===== src/verilog/fhp_pkg.sv =====
// Constants and types for the flash host parallel port.
// Assumes pins arrive unsynchronised and are sampled on sys_clk_i.
package fhp_pkg;

    localparam int ADDR_W = 16;
    localparam int DATA_W = 16;
    localparam int LAT_W  = 3;

    // =========================================
    // Synchroniser vector layout
    // =========================================
    localparam int SYNC_W    = 39;
    localparam int SY_ADDR   = 0;
    localparam int SY_DATA   = 16;
    localparam int SY_AVD_N  = 32;
    localparam int SY_WE_N   = 33;
    localparam int SY_OE_N   = 34;
    localparam int SY_CE1_N  = 35;
    localparam int SY_CE2_N  = 36;
    localparam int SY_CLK    = 37;
    localparam int SY_RST_N  = 38;
    localparam int CTL_LO    = 32;
    localparam int CTL_W     = 7;
    // Strobes idle high, clock low
    localparam logic [SYNC_W-1:0] SYNC_RST = 39'h5F_0000_0000;
    localparam logic [CTL_W-1:0]  CTL_RST  = 7'h5F;

    // =========================================
    // Reset values
    // =========================================
    localparam logic [ADDR_W-1:0] ADDR_RST = 16'h0000;
    localparam logic [DATA_W-1:0] DATA_RST = 16'h0000;
    localparam logic [LAT_W-1:0]  LAT_RST  = 3'h0;
    localparam logic [LAT_W-1:0]  LAT_ONE  = 3'h1;
    localparam logic [ADDR_W-1:0] ADDR_ONE = 16'h0001;

    typedef enum logic [1:0]
    {
        FHP_DIE_SINGLE,
        FHP_DIE_DUAL,
        FHP_DIE_QUAD
    } fhp_die_cfg_t;

    typedef enum
    {
        FHP_BS_IDLE,
        FHP_BS_WAIT,
        FHP_BS_DATA
    } fhp_burst_t;

    // Request toward buffer memory and register space
    typedef struct packed
    {
        logic              valid;
        logic              write;
        logic [ADDR_W-1:0] addr;
        logic [DATA_W-1:0] wdata;
    } fhp_core_req_t;

    localparam fhp_core_req_t REQ_RST = '{1'b0, 1'b0, 16'h0000, 16'h0000};

endpackage


===== src/verilog/fhp_port.sv =====
// Host parallel port of a buffered flash device: address latching,
// writes, async and burst reads, ready, done signal, die select.
// Assumes the core answers a read address with data one cycle later.
`timescale 1ns/1ps

// Functional notes
// - Host address selects buffer memory or register location, read or write.
// - Data bus released when deselected or outputs disabled.
// - Host drives commands and write data; device drives only reads.
// - Done signal reports completion of a previously issued command.
// - Done pin floats until drive enable set, then always driven.
// - Burst valid marks read data, driven only while selected.
// - Burst start address latched at each host clock rise with strobe low; the last such rise wins.
// - Async reads capture address at address strobe rising edge.
// - Address inputs ignored while address strobe is high.
// - Writes take data bus value at write strobe rising edge.
// - Reset pin low resets internal operation.
// - Reset pin ignored during power-up and boot loading.
// - Select low activates logic; high means standby, bus released.
// - Quad stack: each select enables one dual-die pair.
// - Output drivers enabled during reads only while output enable low.
module fhp_port
    import fhp_pkg::*;
(
    input  wire logic              sys_clk_i,
    input  wire logic              rstn_i,
    // Host pins
    input  wire logic [ADDR_W-1:0] host_address_bus_i,
    input  wire logic [DATA_W-1:0] host_data_bus_i,
    output logic      [DATA_W-1:0] host_data_bus_o,
    output logic                   host_data_bus_oe_o,
    input  wire logic              address_valid_strobe_n_i,
    input  wire logic              write_strobe_n_i,
    input  wire logic              output_drive_enable_n_i,
    input  wire logic              first_die_select_n_i,
    input  wire logic              second_die_select_n_i,
    input  wire logic              host_clk_i,
    input  wire logic              reset_in_n_i,
    output logic                   burst_data_valid_o,
    output logic                   burst_data_valid_oe_o,
    output logic                   command_done_signal_o,
    output logic                   command_done_signal_oe_o,
    // Core side
    input  wire logic [1:0]        die_cfg_i,
    input  wire logic              sync_mode_i,
    input  wire logic [LAT_W-1:0]  read_latency_i,
    input  wire logic              int_pin_drive_enable_i,
    input  wire logic              boot_busy_i,
    input  wire logic              core_cmd_done_i,
    input  wire logic [DATA_W-1:0] core_rdata_i,
    output fhp_core_req_t          core_req_o,
    output logic                   core_reset_o,
    output logic [1:0]             die_pair_sel_o
);

    // =========================================
    // Pin synchronisation
    // =========================================
    logic [SYNC_W-1:0] pin_raw;
    logic [SYNC_W-1:0] pin_s;

    assign pin_raw = {reset_in_n_i,
                      host_clk_i,
                      second_die_select_n_i,
                      first_die_select_n_i,
                      output_drive_enable_n_i,
                      write_strobe_n_i,
                      address_valid_strobe_n_i,
                      host_data_bus_i,
                      host_address_bus_i};

    fhp_sync
    #(
        .W       (SYNC_W),
        .RST_VAL (SYNC_RST)
    )
    u_sync
    (
        .sys_clk_i (sys_clk_i),
        .rstn_i    (rstn_i),
        .async_i   (pin_raw),
        .sync_o    (pin_s)
    );

    // =========================================
    // Decoded pin levels and edges
    // =========================================
    logic [CTL_W-1:0]  ctl_prev_reg;
    wire  [CTL_W-1:0]  ctl_now  = pin_s[CTL_LO +: CTL_W];
    wire  [ADDR_W-1:0] addr_s   = pin_s[SY_ADDR +: ADDR_W];
    wire  [DATA_W-1:0] data_s   = pin_s[SY_DATA +: DATA_W];
    wire               avd_n    = pin_s[SY_AVD_N];
    wire               we_n     = pin_s[SY_WE_N];
    wire               oe_n     = pin_s[SY_OE_N];
    wire               ce1_n    = pin_s[SY_CE1_N];
    wire               ce2_n    = pin_s[SY_CE2_N];
    wire               rst_n    = pin_s[SY_RST_N];

    wire avd_rise = avd_n & ~ctl_prev_reg[SY_AVD_N - CTL_LO];
    wire we_rise  = we_n  & ~ctl_prev_reg[SY_WE_N  - CTL_LO];
    wire clk_rise = pin_s[SY_CLK] & ~ctl_prev_reg[SY_CLK - CTL_LO];

    always_ff @(posedge sys_clk_i)
    begin
        if (!rstn_i)
            ctl_prev_reg <= CTL_RST;
        else
            ctl_prev_reg <= ctl_now;
    end

    // =========================================
    // Die configuration strap
    // =========================================
    fhp_die_cfg_t die_cfg_reg;
    logic         strap_done_reg;

    always_ff @(posedge sys_clk_i)
    begin
        if (!rstn_i)
        begin
            die_cfg_reg    <= FHP_DIE_SINGLE;
            strap_done_reg <= 1'b0;
        end
        else if (!strap_done_reg)
        begin
            die_cfg_reg    <= fhp_die_cfg_t'(die_cfg_i);
            strap_done_reg <= 1'b1;
        end
    end

    // Quad stack: either select wakes its own pair
    wire is_quad  = (die_cfg_reg == FHP_DIE_QUAD);
    wire pair1_on = ~ce1_n;
    wire pair2_on = is_quad & ~ce2_n;
    wire selected = pair1_on | pair2_on;

    // =========================================
    // Operation reset
    // =========================================
    // Pin is don't care while the core is booting
    wire op_reset = ~rst_n & ~boot_busy_i;

    // =========================================
    // Burst read sequencer
    // =========================================
    fhp_burst_t        bs_reg;
    fhp_burst_t        bs_next;
    logic [LAT_W-1:0]  lat_cnt_reg;
    logic [LAT_W-1:0]  lat_cnt_next;
    logic [ADDR_W-1:0] burst_addr_reg;
    logic [ADDR_W-1:0] burst_addr_next;

    wire burst_go  = sync_mode_i & selected & clk_rise & ~avd_n;
    wire lat_last  = (lat_cnt_reg <= LAT_ONE);

    always_comb
    begin
        bs_next         = bs_reg;
        lat_cnt_next    = lat_cnt_reg;
        burst_addr_next = burst_addr_reg;
        case (bs_reg)
            FHP_BS_IDLE:
            begin
                if (burst_go)
                begin
                    bs_next         = FHP_BS_WAIT;
                    lat_cnt_next    = read_latency_i;
                    burst_addr_next = addr_s;
                end
            end
            FHP_BS_WAIT:
            begin
                if (clk_rise)
                begin
                    if (lat_last)
                        bs_next = FHP_BS_DATA;
                    else
                        lat_cnt_next = lat_cnt_reg - LAT_ONE;
                end
            end
            FHP_BS_DATA:
            begin
                if (clk_rise)
                    burst_addr_next = burst_addr_reg + ADDR_ONE;
            end
            default:
            begin
                bs_next = FHP_BS_IDLE;
            end
        endcase
        // New start strobe restarts the burst
        if (bs_reg != FHP_BS_IDLE && burst_go)
        begin
            bs_next         = FHP_BS_WAIT;
            lat_cnt_next    = read_latency_i;
            burst_addr_next = addr_s;
        end
        if (!selected || !sync_mode_i)
            bs_next = FHP_BS_IDLE;
    end

    always_ff @(posedge sys_clk_i)
    begin
        if (!rstn_i || op_reset)
        begin
            bs_reg         <= FHP_BS_IDLE;
            lat_cnt_reg    <= LAT_RST;
            burst_addr_reg <= ADDR_RST;
        end
        else
        begin
            bs_reg         <= bs_next;
            lat_cnt_reg    <= lat_cnt_next;
            burst_addr_reg <= burst_addr_next;
        end
    end

    // =========================================
    // Asynchronous address latch
    // =========================================
    logic [ADDR_W-1:0] async_addr_reg;

    // Address is only looked at while the strobe is low
    wire avd_track = ~avd_n & ~sync_mode_i;

    always_ff @(posedge sys_clk_i)
    begin
        if (!rstn_i || op_reset)
            async_addr_reg <= ADDR_RST;
        else if (avd_track)
            async_addr_reg <= addr_s;
        else if (avd_rise && !sync_mode_i)
            async_addr_reg <= async_addr_reg;
    end

    wire [ADDR_W-1:0] async_addr = avd_track ? addr_s
                                             : async_addr_reg;

    // =========================================
    // Host writes and core requests
    // =========================================
    wire              wr_take  = we_rise & selected & ~op_reset;
    wire [ADDR_W-1:0] rd_addr  = sync_mode_i ? burst_addr_next
                                             : async_addr;
    wire [ADDR_W-1:0] wr_addr  = ~avd_n ? addr_s
                                        : async_addr_reg;

    fhp_core_req_t req_next;

    always_comb
    begin
        req_next       = REQ_RST;
        req_next.addr  = rd_addr;
        if (wr_take)
        begin
            req_next.valid = 1'b1;
            req_next.write = 1'b1;
            req_next.addr  = wr_addr;
            req_next.wdata = data_s;
        end
    end

    always_ff @(posedge sys_clk_i)
    begin
        if (!rstn_i)
            core_req_o <= REQ_RST;
        else
            core_req_o <= req_next;
    end

    // =========================================
    // Data bus drivers
    // =========================================
    // Read cycle: selected, outputs on, no write strobe
    wire rd_cycle  = selected & ~oe_n & we_n;
    wire sync_hold = sync_mode_i & (bs_reg != FHP_BS_DATA);
    wire dq_drive  = rd_cycle & ~sync_hold & ~op_reset;

    always_ff @(posedge sys_clk_i)
    begin
        if (!rstn_i)
        begin
            host_data_bus_o    <= DATA_RST;
            host_data_bus_oe_o <= 1'b0;
        end
        else
        begin
            host_data_bus_o    <= core_rdata_i;
            host_data_bus_oe_o <= dq_drive;
        end
    end

    // =========================================
    // Burst valid output
    // =========================================
    wire rdy_level = sync_mode_i ? (bs_reg == FHP_BS_DATA) : 1'b1;

    always_ff @(posedge sys_clk_i)
    begin
        if (!rstn_i)
        begin
            burst_data_valid_o    <= 1'b0;
            burst_data_valid_oe_o <= 1'b0;
        end
        else
        begin
            burst_data_valid_o    <= rdy_level & selected;
            burst_data_valid_oe_o <= selected;
        end
    end

    // =========================================
    // Command done output
    // =========================================
    logic drive_en_reg;

    always_ff @(posedge sys_clk_i)
    begin
        if (!rstn_i)
            drive_en_reg <= 1'b0;
        else if (int_pin_drive_enable_i)
            drive_en_reg <= 1'b1;
    end

    always_ff @(posedge sys_clk_i)
    begin
        if (!rstn_i)
        begin
            command_done_signal_o    <= 1'b0;
            command_done_signal_oe_o <= 1'b0;
        end
        else
        begin
            command_done_signal_o    <= core_cmd_done_i;
            command_done_signal_oe_o <= drive_en_reg
                                      | int_pin_drive_enable_i;
        end
    end

    // =========================================
    // Core reset and die pair select
    // =========================================
    always_ff @(posedge sys_clk_i)
    begin
        if (!rstn_i)
        begin
            core_reset_o   <= 1'b1;
            die_pair_sel_o <= 2'b00;
        end
        else
        begin
            core_reset_o   <= op_reset;
            die_pair_sel_o <= {pair2_on, pair1_on};
        end
    end

endmodule // fhp_port


===== src/verilog/fhp_sync.sv =====
// Two-stage synchroniser, one per bit.
// Assumes synchronous active-low reset on the sampling clock.
`timescale 1ns/1ps
module fhp_sync
#(
    parameter int               W       = 1,
    parameter logic [W-1:0]     RST_VAL = '0
)
(
    input  wire logic           sys_clk_i,
    input  wire logic           rstn_i,
    input  wire logic [W-1:0]   async_i,
    output logic      [W-1:0]   sync_o
);

    logic [W-1:0] meta_reg;
    logic [W-1:0] sync_reg;

    // =========================================
    // Per-bit flop pair
    // =========================================
    genvar g;
    generate
        for (g = 0; g < W; g++)
        begin : g_bit
            always_ff @(posedge sys_clk_i)
            begin
                if (!rstn_i)
                begin
                    meta_reg[g] <= RST_VAL[g];
                    sync_reg[g] <= RST_VAL[g];
                end
                else
                begin
                    meta_reg[g] <= async_i[g];
                    sync_reg[g] <= meta_reg[g];
                end
            end
        end
    endgenerate

    assign sync_o = sync_reg;

endmodule // fhp_sync


===== config.mk =====
export PLATFORM = sky130hd
export DESIGN_NAME = fhp_port
export DESIGN_NICKNAME = d
export VERILOG_FILES = /design/src/verilog/fhp_pkg.sv /design/src/verilog/fhp_port.sv /design/src/verilog/fhp_sync.sv
export SDC_FILE = /design/constraint.sdc
export NUM_CORES = 1
export LEC_CHECK = 0
export BUFFER_PORTS_ARGS = -buffer_cell sky130_fd_sc_hd__buf_2
export CORE_ASPECT_RATIO = 1.4
export CORE_MARGIN = 4
export CORE_UTILIZATION = 25
export CTS_CLUSTER_SIZE = 40
export DETAILED_ROUTE_END_ITERATION = 10
export SYNTH_ARGS = -nofsm -noshare
export SYNTH_HDL_FRONTEND = slang
export SYNTH_SLANG_ARGS = --single-unit

===== constraint.sdc =====
create_clock -name sys_clk_i -period 5.2 [get_ports sys_clk_i]
set_clock_uncertainty 0.15 [all_clocks]
set_input_delay 1.04 -clock sys_clk_i [delete_from_list [all_inputs] [get_ports sys_clk_i]]
set_output_delay 1.04 -clock sys_clk_i [all_outputs]
set_load 0.1 [all_outputs]

==> qor.csv <==
metric,value,unit
RSZ-0062 raised after global routing,false,
die width,141,um
synth unique cells,61,
main flop type after synthesis,dfxtp_1,
clock latency on the worst-skew pair,0.43,ns
pwr dens,377,nW/um^2
# hold bufs at CTS,0,
nets,776,
Filler cells,2502,
Final Util,31.6,%
Max Cap Viol,0,
Slew Limit Fails,0,
Vias per Instance,4.17,
Post-CTS Setup Repair Bufs,0,
worst r2r src,u_sync.sync_o[32]$_SDFF_PN1_,
first-pass GRT wire length,22.0,mm
kind of critical path,input pin to register,
Final Hold Viols,0,
Syn Area/Cell,10.3,um^2
ANT nets after route,0,
initial antenna violation count,0,
# diodes,0,
Root Driver,clkbuf_16,
Gate Count Post-Synth,595,
Worst setup SP type,input pin,
hold crit path type,register to register,
Worst-path clk slew,0.07,ns
"Seq/Total Area, Yosys",57.9,%
# DRC,0,
fin crit share,48.8,%
Syn-to-layout area delta,23.4,%
syn nets,664,
Slew @ Worst Pin,1.06,ns
Critical Path Stages,5,
worst setup path end,core_req_o[5]$_SDFF_PN0_,
status,finished clean,
Critical Path AT,2.76,ns
grt total ovfl,0,
quantity of gates resized following cts,0,
Crit Path Max Fanout,112,
CP Capture Type,register,
reg-to-reg critical path endpoint,core_req_o[18]$_SDFF_PN0_,
Final Non-Filler Cells,1030,
# rows,67,
Setup TNS,0,ns
"flops & latches, synth",178,
CP max-delay cell,buf_4,
Tmin final,2.54,ns
TritonCTS Sinks,178,
via count,4293,
Die Area,27200,um^2
initial DRC count,194,
proportion of layout cells with a drive suffix above 1,25.7,%
CP startpoint,rstn_i,
CP max stage delay,0.64,ns
vias in the first global route,4231,
reg-to-reg setup timing slack,2.66,ns
Slew HR,29.1,%
clock buffer count from CTS,17,
Syn. warnings,0,
starting density of the core,25.6,%
Fmax,394,MHz
FF-to-FF path depth,5,
Detail Placement HPWL,9.64,mm
Final GP Congestion,0.790,
total wire length,13.5,mm
Tot GR Track Use,10.2,%
FF+latch area,3560,um^2
# IOs,124,
CTS tree,done,
mapped cell area,6150,um^2
CP top delay family,simple AND/OR/NAND/NOR gates,
Routed wire per std cell,13.1,um
"Req. time, crit path",5.42,ns
largest net degree at the start of global routing,113,
clock buffer depth,2,
Die Y,194,um
Placed Cells,998,
Final Setup Violations,0,
CORE AREA,24100,um^2
worst path bufs/invs,2,
IO Port Bufs,123,
Lkg Pwr,3.18,nW
worst path cell trace,"buf_2, buf_4, nand2_1, nor3_4, and2_1",
DRT Pass-1 Iters,4,
H-tree depth,4,
area of the multi-input gates,2400,um^2
"EDFF count, synth",0,
asr flop ratio synth,0,%
VDD IR max,0.192,mV
final total power,2.86,mW
==> metrics by stage <==
stage                     setup WS, ns  area (um^2)  hold slack (ns)
final                             2.66         7590            0.254
after global routing              2.34         7590            0.268
after CTS                         2.56         7590            0.255
after detailed placement          2.10         7010            0.244
after global placement            2.16         7010            0.239
after floorplan                   2.65         6150            0.236
==> cell usage after synthesis (2+ instances only) <==
cell type  instances  area share [%]
o31ai_1            5            0.61
o32ai_1            3            0.43
mux2_2            10             1.8
nor4_1             2            0.20
clkbuf_1          19             1.2
inv_1              9            0.55
a21oi_1           32             2.6
xor2_1             7             1.0
nor2b_1            4            0.41
nand3_1           13             1.1
buf_1              2            0.12
mux2i_1            7             1.1
nor2_1            33             2.0
nand2_1           48             2.9
buf_6              2            0.37
nor3_1            14             1.1
ha_1               3            0.61
xnor2_1            4            0.57
and4bb_2           2            0.41
a211oi_1          12             1.5
and2_1           102              10
dfxtp_1          178              58
buf_2              5            0.41
a21boi_0           3            0.37
nand4_1            6            0.61
buf_4              4            0.49
nand2b_1          16             1.6
a311oi_1           2            0.28
o21ai_0           13             1.1
and3_1             4            0.41
==> placed cells by master, fill, tap and decap left out, types with 3 or more instances in the layout <==
cell type,count
o31ai_1,5
a211oi_1,12
xnor2_1,4
inv_6,4
nand3_1,13
nor2_1,33
a21oi_1,32
xor2_1,7
clkinvlp_4,3
mux2i_1,7
buf_2,123
a21boi_0,3
nor2b_1,4
mux2_2,10
o21ai_0,13
o32ai_1,3
ha_1,3
dfxtp_1,178
inv_1,9
and3_1,4
clkbuf_16,17
nand2b_1,16
nor3_1,14
nand4_1,6
nand2_1,48
and2_1,102
==> metal layers <==
metal  up-vias  share of wire, %  track usage [%]
met2       105                50             16.9
met4         0               3.8             5.96
met3        31               4.4             2.81
met5         -                 0                0
met1      1943                41             11.6
li1       2214                 -                -
==> worst min-delay path by stage <==
stage | depth (start not counted) | slack (ns) | from | end
2_1_floorplan | 1 | 0.24 | u_sync.meta_reg[32]$_SDFF_PN1_ | u_sync.sync_o[32]$_SDFF_PN1_
4_1_cts | 1 | 0.25 | u_sync.meta_reg[36]$_SDFF_PN1_ | u_sync.sync_o[36]$_SDFF_PN1_
6_report | 1 | 0.25 | u_sync.meta_reg[36]$_SDFF_PN1_ | u_sync.sync_o[36]$_SDFF_PN1_
5_1_grt | 1 | 0.27 | u_sync.meta_reg[35]$_SDFF_PN1_ | u_sync.sync_o[35]$_SDFF_PN1_
3_3_place_gp | 1 | 0.24 | u_sync.meta_reg[35]$_SDFF_PN1_ | u_sync.sync_o[35]$_SDFF_PN1_
3_5_place_dp | 1 | 0.24 | u_sync.meta_reg[38]$_SDFF_PN1_ | u_sync.sync_o[38]$_SDFF_PN1_
==> report_power, final <==
group	total (mW)	switching (mW)	internal [mW]
Combinational	0.199	0.144	0.0550
Clock	1.24	0.546	0.696
Sequential	1.42	0.0162	1.41
Total	2.86	0.707	2.16
==> layout make-up <==
cell class | count | share of cell area, %
flip-flops and latches | 178 | 46.9
clock buffers | 20 | 6.02
clock inverters | 12 | 1.58
well taps | 310 | 5.11
repair buffers | 125 | 8.31
multi-input cells | 376 | 31.6
inverters | 9 | 0.445
==> kinds of logic (layout without fill, tap and decap cells) <==
group | count (synthesis) | in the layout | share of synthesized area (%)
simple gates | 259 | 259 | 24.4
flops | 178 | 178 | 57.9
compound gates | 86 | 86 | 9.44
buf+inv | 41 | 166 | 3.09
mux | 17 | 17 | 2.97
xor+xnor | 11 | 11 | 1.57
fa+ha+maj | 3 | 3 | 0.610
No activity file was read; power rests on OpenSTA's default activity.
